===== config.mk =====
export PLATFORM = sky130hd
export DESIGN_NAME = fosr_top
export DESIGN_NICKNAME = d
export VERILOG_FILES = /design/src/fosr_pkg.sv /design/src/fosr_top.sv
export VERILOG_INCLUDE_DIRS = /design/src /design/src/src
export SDC_FILE = /design/constraint.sdc
export NUM_CORES = 1
export LEC_CHECK = 0
export ABC_AREA = 1
export BUFFER_PORTS_ARGS = -buffer_cell sky130_fd_sc_hd__buf_2
export CORE_MARGIN = 3
export CORE_UTILIZATION = 25
export CTS_CLUSTER_DIAMETER = 120
export DETAILED_ROUTE_END_ITERATION = 16
export SLEW_MARGIN = 20
export SYNTH_ARGS = -nofsm -noshare
export SYNTH_HDL_FRONTEND = slang
export SYNTH_SLANG_ARGS = --single-unit

===== constraint.sdc =====
create_clock -name clk -period 3.78 [get_ports clk]
set_input_delay 0 -clock clk [delete_from_list [all_inputs] [get_ports clk]]
set_output_delay 0 -clock clk [all_outputs]
set_load 0.05 [all_outputs]

===== src/fosr_consts.svh =====
// Register offsets, field positions, reset values and timing counts of the fault
// output and reset block. Included by the package and by the top module.
`ifndef FOSR_CONSTS_SVH
`define FOSR_CONSTS_SVH
`define FOSR_A_FLAG_LO 8'h1B
`define FOSR_A_FLAG_HI 8'h1C
`define FOSR_A_SLOT 8'h1D
`define FOSR_A_STATUS 8'h1E
`define FOSR_A_FA_LO 8'h36
`define FOSR_A_FA_HI 8'h37
`define FOSR_A_FB_LO 8'h38
`define FOSR_A_FB_HI 8'h39
`define FOSR_A_OC_SEL 8'h3A
`define FOSR_A_RST_CFG 8'h3B
`define FOSR_A_RST_SEL_LO 8'h3C
`define FOSR_A_RST_SEL_HI 8'h3D
`define FOSR_A_PIN_TYPE 8'h42
`define FOSR_A_LOG_CFG 8'h6D
`define FOSR_A_CRIT_LO 8'h6E
`define FOSR_A_CRIT_HI 8'h6F
`define FOSR_A_CRIT_EXT 8'h72
`define FOSR_A_DG_OC 8'h73
`define FOSR_A_DG_V 8'h74
`define FOSR_A_LOG_LOCK 8'h8C
`define FOSR_B_OV_EN 4
`define FOSR_B_UV_EN 5
`define FOSR_B_EW_EN 6
`define FOSR_B_POL 7
`define FOSR_B_OC_A 0
`define FOSR_B_OC_B 1
`define FOSR_B_FORCE 0
`define FOSR_B_EXT_EN 5
`define FOSR_B_EXT_LOG 2
`define FOSR_B_OC_FLAG 4
`define FOSR_B_EXT_FLAG 5
`define FOSR_B_ALERT_FLAG 7
`define FOSR_B_OC_CRIT 4
`define FOSR_B_RST2_PIN 1
`define FOSR_B_EXT_PIN 3
`define FOSR_LOG_OFF 2'h3
`define FOSR_REG_RESET 8'h00
`define FOSR_CLK_MHZ 100
`define FOSR_OC_DG1_MS 4
`define FOSR_OC_DG2_MS 15
`define FOSR_OC_DG3_MS 60
`define FOSR_RST_TMO_BASE_US 25
`define FOSR_MS_TO_CYC(ms) ((ms) * `FOSR_CLK_MHZ * 1000)
`define FOSR_US_TO_CYC(us) ((us) * `FOSR_CLK_MHZ)
`endif


===== src/fosr_pkg.sv =====
// Types shared by the fault output and reset block and its bench.
// Assumes the constants header sits beside it on the include path.
package fosr_pkg;
   `include "fosr_consts.svh"

   typedef struct packed {
      logic [7:0] addr;
      logic [7:0] wdata;
      logic we;
      logic re;
   } fosr_bus_type;

   typedef struct packed {
      logic valid;
      logic [3:0] ch;
      logic [9:0] result;
      logic [7:0] ov_lim;
      logic [7:0] uv_lim;
      logic [7:0] ew_lim;
      logic ew_is_ov;
   } fosr_conv_type;

   typedef struct packed {
      logic [7:0] fa_lo, fa_hi, fb_lo, fb_hi, oc_sel;
      logic [7:0] rst_cfg, rst_sel_lo, rst_sel_hi, pin_type;
      logic [7:0] log_cfg, crit_lo, crit_hi, crit_ext, dg_oc, dg_v;
      logic [7:0] flag_lo, flag_hi, slot, rdata;
      logic [11:0] ov_st, uv_st, ew_st;
      logic [3:0] dg_ch;
      logic [4:0] dg_cnt;
      logic [31:0] oc_cnt;
      logic oc_st;
      logic [31:0] rst_tmr, rst2_tmr;
      logic ext_prev;
      logic log_lock;
      logic log_go;
   } fosr_state_type;
endpackage : fosr_pkg


===== src/fosr_top.sv =====
// Fault detection, fault pin drive, reset outputs and fault flags of a supply monitor.
// Assumes a converter feeding one result per valid pulse, a sequencer that reports its
// secondary group state, and register access over a simple strobe port.
// How it works
// - Fault B upper select bits 0-3 add monitors 9-12 to fault B.
// - Fault B bits 4-6 enable overvoltage, undervoltage and early-warning causes.
// - Fault B bit 7 picks polarity: zero active-low, one active-high.
// - Overcurrent select bit 0 feeds fault A, bit 1 feeds fault B.
// - Overcurrent alarm drives low while the primary comparator trips.
// - Secondary-sequence limit faults drive the sequence fault indicator and fault request.
// - Manual reset low holds resets, then one timeout after release.
// - Secondary reset holds through sequencing until slot twelve completes plus timeout.
// - Chosen monitors violating chosen threshold types assert the secondary reset.
// - Critical secondary-group monitors over or under their limits always assert the secondary reset; early warning does not.
// - Secondary reset is active-low, push-pull or open-drain by pin type bit.
// - Shared timeout code; force bit asserts both resets, then one timeout.
// - Watchdog timeout output is active-low; kick input passes through.
// - External fault line driven on critical fault, or pulled low externally.
// - Enabled external fault low requests sequencer fault and sets its flag.
// - With logging enabled too, external fault falling starts a fault log.
// - Compare upper eight result bits; skip disabled monitors.
// - Critical fault starts one log and sets the protecting lock.
// - Out-of-limit holds the channel; fault only after consecutive count.
// - Flags other than the alert flag need their critical enable; fault pins ignore those enables.
// - Flags readable any time and cleared by writing one.
// - Secondary-group fault stores its slot number.
// - Combined fault output drives low on any monitor, fault pin, secondary overcurrent or sequence fault, not on external fault.
// - Voltage deglitch codes select 2, 4, 8 or 16 consecutive results.
`timescale 1ns/1ps
`include "fosr_consts.svh"
module fosr_top #(
   parameter int unsigned OC_DG1_CYC = `FOSR_MS_TO_CYC(`FOSR_OC_DG1_MS),
   parameter int unsigned OC_DG2_CYC = `FOSR_MS_TO_CYC(`FOSR_OC_DG2_MS),
   parameter int unsigned OC_DG3_CYC = `FOSR_MS_TO_CYC(`FOSR_OC_DG3_MS),
   parameter int unsigned RST_TMO_BASE_CYC = `FOSR_US_TO_CYC(`FOSR_RST_TMO_BASE_US)
) (
   input wire logic clk,
   input wire logic rst_b,
   input wire fosr_pkg::fosr_bus_type bus,
   output logic [7:0] rdata,
   input wire fosr_pkg::fosr_conv_type conv,
   input wire logic [11:0] monitor_input_en,
   output logic hold_channel,
   input wire logic primary_oc_cmp,
   input wire logic secondary_oc_cmp,
   input wire logic seq2_active,
   input wire logic [3:0] seq2_slot,
   input wire logic [11:0] seq2_mask,
   input wire logic [11:0] slot12_mask,
   input wire logic slot12_delay_done,
   input wire logic manual_reset_input_b,
   input wire logic watchdog_expired,
   input wire logic watchdog_kick_input,
   output logic watchdog_kick,
   output logic watchdog_timeout_output_b,
   input wire logic alert_event,
   input wire logic log_unlock,
   output logic fault_output_a,
   output logic fault_output_b,
   output logic any_fault_b,
   output logic overcurrent_alarm_b,
   output logic sequence_fault_indicator_b,
   output logic reset_output_b,
   output logic secondary_reset_output_o,
   output logic secondary_reset_output_oe,
   input wire logic external_fault_line_i,
   output logic external_fault_line_o,
   output logic external_fault_line_oe,
   output logic seq_fault_req,
   output logic log_start,
   output logic [1:0] log_mode,
   output logic log_locked
);
   import fosr_pkg::*;

   fosr_state_type st_q, st_d;

   // Combined fault cause of one fault output from its select and type bits.
   function automatic logic fault_cause(input logic [7:0] lo, input logic [7:0] hi,
                                        input logic [11:0] ov, input logic [11:0] uv,
                                        input logic [11:0] ew);
      logic [11:0] sel;
      sel = {hi[3:0], lo};
      fault_cause = (hi[`FOSR_B_OV_EN] && |(sel & ov)) ||
                    (hi[`FOSR_B_UV_EN] && |(sel & uv)) ||
                    (hi[`FOSR_B_EW_EN] && |(sel & ew));
   endfunction : fault_cause

   logic fa_act, fb_act, any_st, seq2_flt, crit_flt, ext_low, ext_od;
   logic rst_cause, rst2_cause, rst2_sel_viol, seq2_done;
   logic [11:0] rst_sel, crit_mask, declare_ov, declare_uv, declare_ew, declared;
   logic [11:0] set_mon;
   logic [7:0] set_lo, set_hi, cmp_res;
   logic [4:0] dg_need;
   logic [31:0] oc_need, tmo_cyc;
   logic conv_ok, v_ov, v_uv, v_ew, v_any, oc_rise;

   always_comb begin
      st_d = st_q;
      declare_ov = '0;
      declare_uv = '0;
      declare_ew = '0;
      // Only the upper eight bits take part; the low bits are converter noise here.
      cmp_res = conv.result[9:2];
      conv_ok = conv.valid && (conv.ch < 4'hC) && monitor_input_en[conv.ch];
      v_ov = cmp_res > conv.ov_lim;
      v_uv = cmp_res < conv.uv_lim;
      v_ew = conv.ew_is_ov ? (cmp_res > conv.ew_lim) : (cmp_res < conv.ew_lim);
      v_any = v_ov || v_uv || v_ew;
      dg_need = 5'h02 << st_q.dg_v[6:5];
      if (conv_ok) begin
         if (v_any) begin
            // A different channel restarts the run; the mux is meant to stay put.
            if (st_q.dg_cnt != 5'h00 && st_q.dg_ch == conv.ch) begin
               if (st_q.dg_cnt != dg_need) begin
                  st_d.dg_cnt = st_q.dg_cnt + 5'h01;
               end
            end else begin
               st_d.dg_cnt = 5'h01;
               st_d.dg_ch = conv.ch;
            end
            if (st_d.dg_cnt == dg_need) begin
               declare_ov[conv.ch] = v_ov;
               declare_uv[conv.ch] = v_uv;
               declare_ew[conv.ch] = v_ew;
               st_d.ov_st[conv.ch] = v_ov;
               st_d.uv_st[conv.ch] = v_uv;
               st_d.ew_st[conv.ch] = v_ew;
            end
         end else begin
            st_d.dg_cnt = 5'h00;
            st_d.ov_st[conv.ch] = 1'b0;
            st_d.uv_st[conv.ch] = 1'b0;
            st_d.ew_st[conv.ch] = 1'b0;
         end
      end
      declared = declare_ov | declare_uv | declare_ew;

      unique case (st_q.dg_oc[6:5])
         2'h0: oc_need = 32'h0000_0000;
         2'h1: oc_need = OC_DG1_CYC;
         2'h2: oc_need = OC_DG2_CYC;
         2'h3: oc_need = OC_DG3_CYC;
      endcase
      if (!secondary_oc_cmp) begin
         st_d.oc_cnt = '0;
         st_d.oc_st = 1'b0;
      end else if (st_q.oc_cnt >= oc_need) begin
         st_d.oc_st = 1'b1;
      end else begin
         st_d.oc_cnt = st_q.oc_cnt + 32'h0000_0001;
      end
      oc_rise = st_d.oc_st && !st_q.oc_st;

      // Fault pins look at raw status, never at the critical enables.
      fa_act = fault_cause(st_q.fa_lo, st_q.fa_hi, st_q.ov_st, st_q.uv_st, st_q.ew_st) ||
               (st_q.oc_sel[`FOSR_B_OC_A] && st_q.oc_st);
      fb_act = fault_cause(st_q.fb_lo, st_q.fb_hi, st_q.ov_st, st_q.uv_st, st_q.ew_st) ||
               (st_q.oc_sel[`FOSR_B_OC_B] && st_q.oc_st);
      any_st = |(st_q.ov_st | st_q.uv_st | st_q.ew_st);
      seq2_flt = seq2_active && |(seq2_mask & (st_q.ov_st | st_q.uv_st));

      ext_od = st_q.pin_type[`FOSR_B_EXT_PIN];
      ext_low = ext_od && !external_fault_line_i && st_q.crit_ext[`FOSR_B_EXT_EN];
      crit_mask = {st_q.crit_hi[3:0], st_q.crit_lo};
      crit_flt = |(declared & (crit_mask | (seq2_active ? seq2_mask : 12'h000))) ||
                 (oc_rise && st_q.crit_hi[`FOSR_B_OC_CRIT]) ||
                 (ext_low && !st_q.ext_prev);
      st_d.ext_prev = ext_low;

      // Set always beats a clearing write in the same cycle.
      set_mon = declared & crit_mask;
      set_lo = set_mon[7:0];
      set_hi = {alert_event, 1'b0, ext_low, oc_rise && st_q.crit_hi[`FOSR_B_OC_CRIT],
                set_mon[11:8]};
      if (bus.we && bus.addr == `FOSR_A_FLAG_LO) begin
         st_d.flag_lo = st_q.flag_lo & ~bus.wdata;
      end
      if (bus.we && bus.addr == `FOSR_A_FLAG_HI) begin
         st_d.flag_hi = st_q.flag_hi & ~bus.wdata;
      end
      st_d.flag_lo = st_d.flag_lo | set_lo;
      st_d.flag_hi = st_d.flag_hi | set_hi;
      if (seq2_active && |(declared & seq2_mask)) begin
         st_d.slot = {4'h0, seq2_slot};
      end

      // One log per lock; software must unlock before another is taken.
      st_d.log_go = 1'b0;
      if (log_unlock) begin
         st_d.log_lock = 1'b0;
      end
      if (crit_flt && !st_q.log_lock && st_q.log_cfg[1:0] != `FOSR_LOG_OFF) begin
         if (!(ext_low && !st_q.ext_prev) || st_q.log_cfg[`FOSR_B_EXT_LOG]) begin
            st_d.log_go = 1'b1;
            st_d.log_lock = 1'b1;
         end
      end

      tmo_cyc = RST_TMO_BASE_CYC << st_q.rst_cfg[7:4];
      rst_sel = {st_q.rst_sel_hi[4:0], st_q.rst_sel_lo[7:1]};
      unique case (st_q.rst_cfg[1:0])
         2'h0: rst2_sel_viol = |(rst_sel & st_q.uv_st);
         2'h1: rst2_sel_viol = |(rst_sel & st_q.ov_st);
         2'h2: rst2_sel_viol = |(rst_sel & (st_q.uv_st | st_q.ov_st));
         2'h3: rst2_sel_viol = |(rst_sel & st_q.ew_st);
      endcase
      seq2_done = slot12_delay_done && !(|(slot12_mask & st_q.uv_st));
      rst_cause = !manual_reset_input_b || st_q.rst_sel_lo[`FOSR_B_FORCE];
      rst2_cause = rst_cause || seq2_active || !seq2_done || rst2_sel_viol ||
                   |(seq2_mask & crit_mask & (st_q.ov_st | st_q.uv_st));
      if (rst_cause) begin
         st_d.rst_tmr = tmo_cyc;
      end else if (st_q.rst_tmr != 32'h0000_0000) begin
         st_d.rst_tmr = st_q.rst_tmr - 32'h0000_0001;
      end
      if (rst2_cause) begin
         st_d.rst2_tmr = tmo_cyc;
      end else if (st_q.rst2_tmr != 32'h0000_0000) begin
         st_d.rst2_tmr = st_q.rst2_tmr - 32'h0000_0001;
      end

      if (bus.we) begin
         case (bus.addr)
            `FOSR_A_FA_LO: st_d.fa_lo = bus.wdata;
            `FOSR_A_FA_HI: st_d.fa_hi = bus.wdata;
            `FOSR_A_FB_LO: st_d.fb_lo = bus.wdata;
            `FOSR_A_FB_HI: st_d.fb_hi = bus.wdata;
            `FOSR_A_OC_SEL: st_d.oc_sel = {6'h00, bus.wdata[1:0]};
            `FOSR_A_RST_CFG: st_d.rst_cfg = bus.wdata;
            `FOSR_A_RST_SEL_LO: st_d.rst_sel_lo = bus.wdata;
            `FOSR_A_RST_SEL_HI: st_d.rst_sel_hi = bus.wdata;
            `FOSR_A_PIN_TYPE: st_d.pin_type = bus.wdata;
            `FOSR_A_LOG_CFG: st_d.log_cfg = bus.wdata;
            `FOSR_A_CRIT_LO: st_d.crit_lo = bus.wdata;
            `FOSR_A_CRIT_HI: st_d.crit_hi = bus.wdata;
            `FOSR_A_CRIT_EXT: st_d.crit_ext = bus.wdata;
            `FOSR_A_DG_OC: st_d.dg_oc = bus.wdata;
            `FOSR_A_DG_V: st_d.dg_v = bus.wdata;
            default: ;
         endcase
      end
      st_d.rdata = 8'h00;
      if (bus.re) begin
         case (bus.addr)
            `FOSR_A_FLAG_LO: st_d.rdata = st_q.flag_lo;
            `FOSR_A_FLAG_HI: st_d.rdata = st_q.flag_hi;
            `FOSR_A_SLOT: st_d.rdata = st_q.slot;
            `FOSR_A_STATUS: st_d.rdata = {3'h0, st_q.log_lock, st_q.oc_st, any_st,
                                          fb_act, fa_act};
            `FOSR_A_FA_LO: st_d.rdata = st_q.fa_lo;
            `FOSR_A_FA_HI: st_d.rdata = st_q.fa_hi;
            `FOSR_A_FB_LO: st_d.rdata = st_q.fb_lo;
            `FOSR_A_FB_HI: st_d.rdata = st_q.fb_hi;
            `FOSR_A_OC_SEL: st_d.rdata = st_q.oc_sel;
            `FOSR_A_RST_CFG: st_d.rdata = st_q.rst_cfg;
            `FOSR_A_RST_SEL_LO: st_d.rdata = st_q.rst_sel_lo;
            `FOSR_A_RST_SEL_HI: st_d.rdata = st_q.rst_sel_hi;
            `FOSR_A_PIN_TYPE: st_d.rdata = st_q.pin_type;
            `FOSR_A_LOG_CFG: st_d.rdata = st_q.log_cfg;
            `FOSR_A_CRIT_LO: st_d.rdata = st_q.crit_lo;
            `FOSR_A_CRIT_HI: st_d.rdata = st_q.crit_hi;
            `FOSR_A_CRIT_EXT: st_d.rdata = st_q.crit_ext;
            `FOSR_A_DG_OC: st_d.rdata = st_q.dg_oc;
            `FOSR_A_DG_V: st_d.rdata = st_q.dg_v;
            default: st_d.rdata = 8'h00;
         endcase
      end
   end

   always_ff @(posedge clk or negedge rst_b) begin
      if (!rst_b) begin
         st_q <= '0;
      end else begin
         st_q <= st_d;
      end
   end

   assign rdata = st_q.rdata;
   assign hold_channel = st_q.dg_cnt != 5'h00;
   assign fault_output_a = st_q.fa_hi[`FOSR_B_POL] ? fa_act : !fa_act;
   assign fault_output_b = st_q.fb_hi[`FOSR_B_POL] ? fb_act : !fb_act;
   assign any_fault_b = !(any_st || fa_act || fb_act || seq2_flt || st_q.oc_st);
   assign overcurrent_alarm_b = !primary_oc_cmp;
   assign sequence_fault_indicator_b = !seq2_flt;
   assign seq_fault_req = seq2_flt || ext_low;
   assign reset_output_b = !(rst_cause || st_q.rst_tmr != 32'h0000_0000);
   // Open-drain only ever pulls low; push-pull drives both levels.
   assign secondary_reset_output_o = !(rst2_cause || st_q.rst2_tmr != 32'h0000_0000);
   assign secondary_reset_output_oe = !st_q.pin_type[`FOSR_B_RST2_PIN] ||
                                      !secondary_reset_output_o;
   assign external_fault_line_o = ext_od ? 1'b0 : !st_q.log_lock;
   assign external_fault_line_oe = ext_od ? st_q.log_lock : 1'b1;
   assign watchdog_timeout_output_b = !watchdog_expired;
   assign watchdog_kick = watchdog_kick_input;
   assign log_start = st_q.log_go;
   assign log_mode = st_q.log_cfg[1:0];
   assign log_locked = st_q.log_lock;

   property p_fb_upper;
      @(posedge clk) disable iff (!rst_b)
      (st_q.fb_hi[0] && st_q.fb_hi[`FOSR_B_OV_EN] && st_q.ov_st[8]) |-> fb_act;
   endproperty
   a_fb_upper: assert property (p_fb_upper) else $error("fault B missed monitor 9");
   property p_fb_pol;
      @(posedge clk) disable iff (!rst_b)
      (!st_q.fb_hi[`FOSR_B_POL] && fb_act) |-> !fault_output_b;
   endproperty
   a_fb_pol: assert property (p_fb_pol) else $error("fault B polarity wrong");
   property p_ovc;
      @(posedge clk) disable iff (!rst_b) primary_oc_cmp |-> !overcurrent_alarm_b;
   endproperty
   a_ovc: assert property (p_ovc) else $error("overcurrent alarm not low");
   property p_mr;
      @(posedge clk) disable iff (!rst_b)
      ($rose(manual_reset_input_b) && !st_q.rst_sel_lo[0]) |-> !reset_output_b ##1 !reset_output_b;
   endproperty
   a_mr: assert property (p_mr) else $error("reset released early");
   property p_force;
      @(posedge clk) disable iff (!rst_b)
      st_q.rst_sel_lo[`FOSR_B_FORCE] |-> (!reset_output_b && !secondary_reset_output_o);
   endproperty
   a_force: assert property (p_force) else $error("forced reset not asserted");
   property p_flag_mask;
      @(posedge clk) disable iff (!rst_b) $rose(st_q.flag_lo[0]) |-> $past(st_q.crit_lo[0]);
   endproperty
   a_flag_mask: assert property (p_flag_mask) else $error("flag set without enable");
   property p_w1c;
      @(posedge clk) disable iff (!rst_b)
      (bus.we && bus.addr == `FOSR_A_FLAG_LO && bus.wdata[0] && !set_lo[0]) |=> !st_q.flag_lo[0];
   endproperty
   a_w1c: assert property (p_w1c) else $error("flag not cleared");
   property p_ext;
      @(posedge clk) disable iff (!rst_b) ext_low |=> st_q.flag_hi[`FOSR_B_EXT_FLAG];
   endproperty
   a_ext: assert property (p_ext) else $error("external fault flag missing");
   property p_lock;
      @(posedge clk) disable iff (!rst_b) log_start |-> log_locked ##1 !log_start;
   endproperty
   a_lock: assert property (p_lock) else $error("log started without lock");
   property p_dg;
      @(posedge clk) disable iff (!rst_b) $rose(|st_q.ov_st) |-> $past(st_q.dg_cnt) != 5'h00;
   endproperty
   a_dg: assert property (p_dg) else $error("fault without deglitch run");

   c_fault_b: cover property (@(posedge clk) disable iff (!rst_b) $rose(fb_act));
   c_log: cover property (@(posedge clk) disable iff (!rst_b) log_start);
   c_rst2_rel: cover property (@(posedge clk) disable iff (!rst_b)
                               $rose(secondary_reset_output_o));
endmodule : fosr_top


==> results.cfg <==
[run_status]
status = complete, no violations

[place]
portBuffers = 131
gp_congestion = 0.9851
post-dp-hpwl_um = 45710
placed_area_um2 = 18840

[grt]
track_usage_pct = 16.78
grt_pass1_wl_um = 93000
grt_pass1_vias = 15800
antenna_found_initial = 1
grt-ovfl-total = 0
grt_max_degree = 111

[timing]
hold_viol_final = 0
drv_slew = 0
rsz0062_at_grt = false
setup_viol = 0
fmax_mhz = 293.8
skew_ps = 26.16
finalCriticalPeriod_ps = 3404
setup_tns_ps = 0
timing_worst_slew_pin_value_ps = 917.5
post-route-period-util_pct = 90.05
timing.slew.headroom_pct = 38.84

[critical_path]
crit_path_end_kind = primary output
startpoint_type = flop
critical_path_class = reg -> out
cp_common_cell = inv_1
critical-path-max-stage-delay_ps = 360
cp_data_arrival_time_ps = 3400
crit_chain = inv_1, ha_1, inv_1, nor2_1, inv_1, nor2_2, nand3b_1, nor3_1, nand4_1, nor3_2, nand3_1, nor2_1, buf_2
critPathRequiredTime_ps = 3780
crit_slowest_cell = dfrtp_1
worstPathMaxFanout = 6

[power]
p_leak_uw = 0.009565
peakVddDrop_mv = 0.2911
p_per_area_nw_per_um2 = 413.2
fin_total_pwr_uw = 8386

[synthesis]
synthesis.area_per_instance_um2 = 7.574
syn_area_um2 = 17160
ys_top_cells_by_area = dfrtp_1 (42%), nand2_1 (9.6%), o21ai_0 (8.0%), inv_1 (6.6%), nor2_1 (5.4%)
ys_types = 55
synth-edff-count = 0
synth_fp_nets = 2432
postSynth.asyncResetShare_pct = 100.0
yosysTopAreaCellShare_pct = 41.85
yosys_warnings = 0
synth_top_flop_cell = dfrtp_1
synthTopCellsByCount = nand2_1 (441), inv_1 (300), dfrtp_1 (287), o21ai_0 (273), nor2_1 (246)
ys_ff_latch = 287
synth.most_common_cell = nand2_1
netlist_instances = 2266
yosysSeqAreaShare_pct = 41.85
synth_top_area_cell = dfrtp_1

[route]
drt_iter0_markers = 1610
dr_total_vias = 16400
routed_wl_um = 60680
drtPass1Iterations = 7
viasPerCell = 4.952
ant_nets = 0
wl_per_cell_um = 18.33
drc = 0

[floorplan]
rows = 95
die-area_um2 = 71830
dieHeight_um = 268.0
ios = 136
start_util_pct = 25.38
core-area_um2 = 67630
die_w_um = 268.0

[hold_path]
worst_hold_path_type = in -> out

[finish]
design_area_um2 = 20300
drive_gt1_share_pct = 10.62
nets = 2577
num_antenna_cells = 0
area_growth_pct = 18.26
num-fill-cells = 7296

[clock_tree]
cts_buffers = 35
cts_buffer_depth = 3
cts_tree = done
clkLatencyLatePin_ps = 570
path_clk_slew_ps = 70
cts-root-buf = clkbuf_16
cts.htree.levels = 2
cts_sinks = 287

[run]
maxCapViolations = 0
[report_power, final]
part,internal (µW),total (µW),switching (µW)
Sequential,3260,3480,221
Combinational,406,1230,821
Clock,2200,3680,1480
Total,5860,8390,2520
[through the flow]
stage	util [%]	cells	worst slack (ps)	hold slack (ps)
2_1_floorplan	-	2266	843.1	-295.6
3_3_place_gp	27.85	3225	690.2	0.3409
3_5_place_dp	27.85	3225	647.0	0.3409
4_1_cts	29.97	3309	259.2	0.3409
5_1_grt	30.01	3311	18.66	0.2856
6_report	30.01	3311	376.0	0.1085
[repair_timing]
action | 4_1_cts | 5_1_grt
hold endpoints to repair | 154 | 0
resized for setup | 0 | 2
hold buffers | 20 | 0
setup buffers | 0 | 2
setup endpoints to repair | 0 | 3
[critical path, delay by kind of cell, from the launching register on]
family	cells	cell delay [ps]
adder cells (fa/ha/maj)	1	210
buffers and inverters	4	590
AND/OR/NAND/NOR	8	1680
flip-flops	1	360
[cell families (layout without fill, tap and decap cells)]
| family | after synthesis | in the layout | synth area share, % |
|---|---|---|---|
| XOR/XNOR | 49 | 49 | 2.544 |
| flip-flops | 287 | 287 | 41.85 |
| AO/OA/AOI/OAI | 531 | 531 | 18.02 |
| AND/OR/NAND/NOR | 956 | 956 | 23.95 |
| buffers and inverters | 374 | 546 | 8.515 |
| adder cells (fa/ha/maj) | 56 | 56 | 4.083 |
| multiplexers | 13 | 13 | 1.042 |
[path summary, 6_finish.rpt]
check,start,endpoint,slack [ps],cells past startpoint
worst max-delay path,st_q[35],reset_output_b,380,13
min in group asynchronous,rst_b,st_q[86],150,2
worst min register to register,st_q[92],st_q[92],470,2
max in group asynchronous,rst_b,st_q[41],2700,3
worst max register to register,st_q[101],st_q[155],500,22
worst min-delay path,watchdog_kick_input,watchdog_kick,0.1,0
[cell usage in the layout, fill, tap and decap left out, types with 12 or more instances in the layout]
cell type | Yosys | layout
nand2_1 | 441 | 441
dlygate4sd3_1 | 0 | 20
inv_1 | 300 | 300
buf_4 | 14 | 23
nand3_1 | 111 | 111
clkbuf_16 | 0 | 35
a221oi_1 | 46 | 46
nand4_1 | 55 | 55
nor3_1 | 40 | 39
nor2_1 | 246 | 246
nor4_1 | 27 | 27
ha_1 | 56 | 56
xnor2_1 | 12 | 12
o21ai_0 | 273 | 273
buf_2 | 4 | 129
a21oi_1 | 92 | 92
o22ai_1 | 37 | 37
xor2_1 | 36 | 36
dfrtp_1 | 287 | 287
[registers in the layout, summed over array words and instances (netlist names)]
register	count
ext_od	1
log_locked	1
rdata	8
crit_mask	12
rst_sel	12
log_start	1
st_q	250
log_mode	2
[per-layer routing]
| layer | vias to the layer above | GRT usage, % | share of wire (%) | routed length, µm |
|---|---|---|---|---|
| met5 | - | 0 | 0 | 0 |
| met4 | 0 | 6.750 | 4.3 | 2587 |
| met3 | 134 | 3.855 | 7.5 | 4523 |
| met2 | 580 | 26.46 | 45 | 27180 |
| met1 | 7748 | 22.28 | 43 | 26400 |
| li1 | 7935 | - | - | - |
[layout make-up]
class	count	area (µm²)	area share, %
multi-input cells	1605	8529	42.02
flip-flops and latches	287	7182	35.38
inverters	305	1145	5.640
repair buffers	177	1114	5.486
well taps	873	1092	5.382
clock buffers	43	935.9	4.611
clock inverters	21	299.0	1.473
Power figures use the tool's default switching activity.
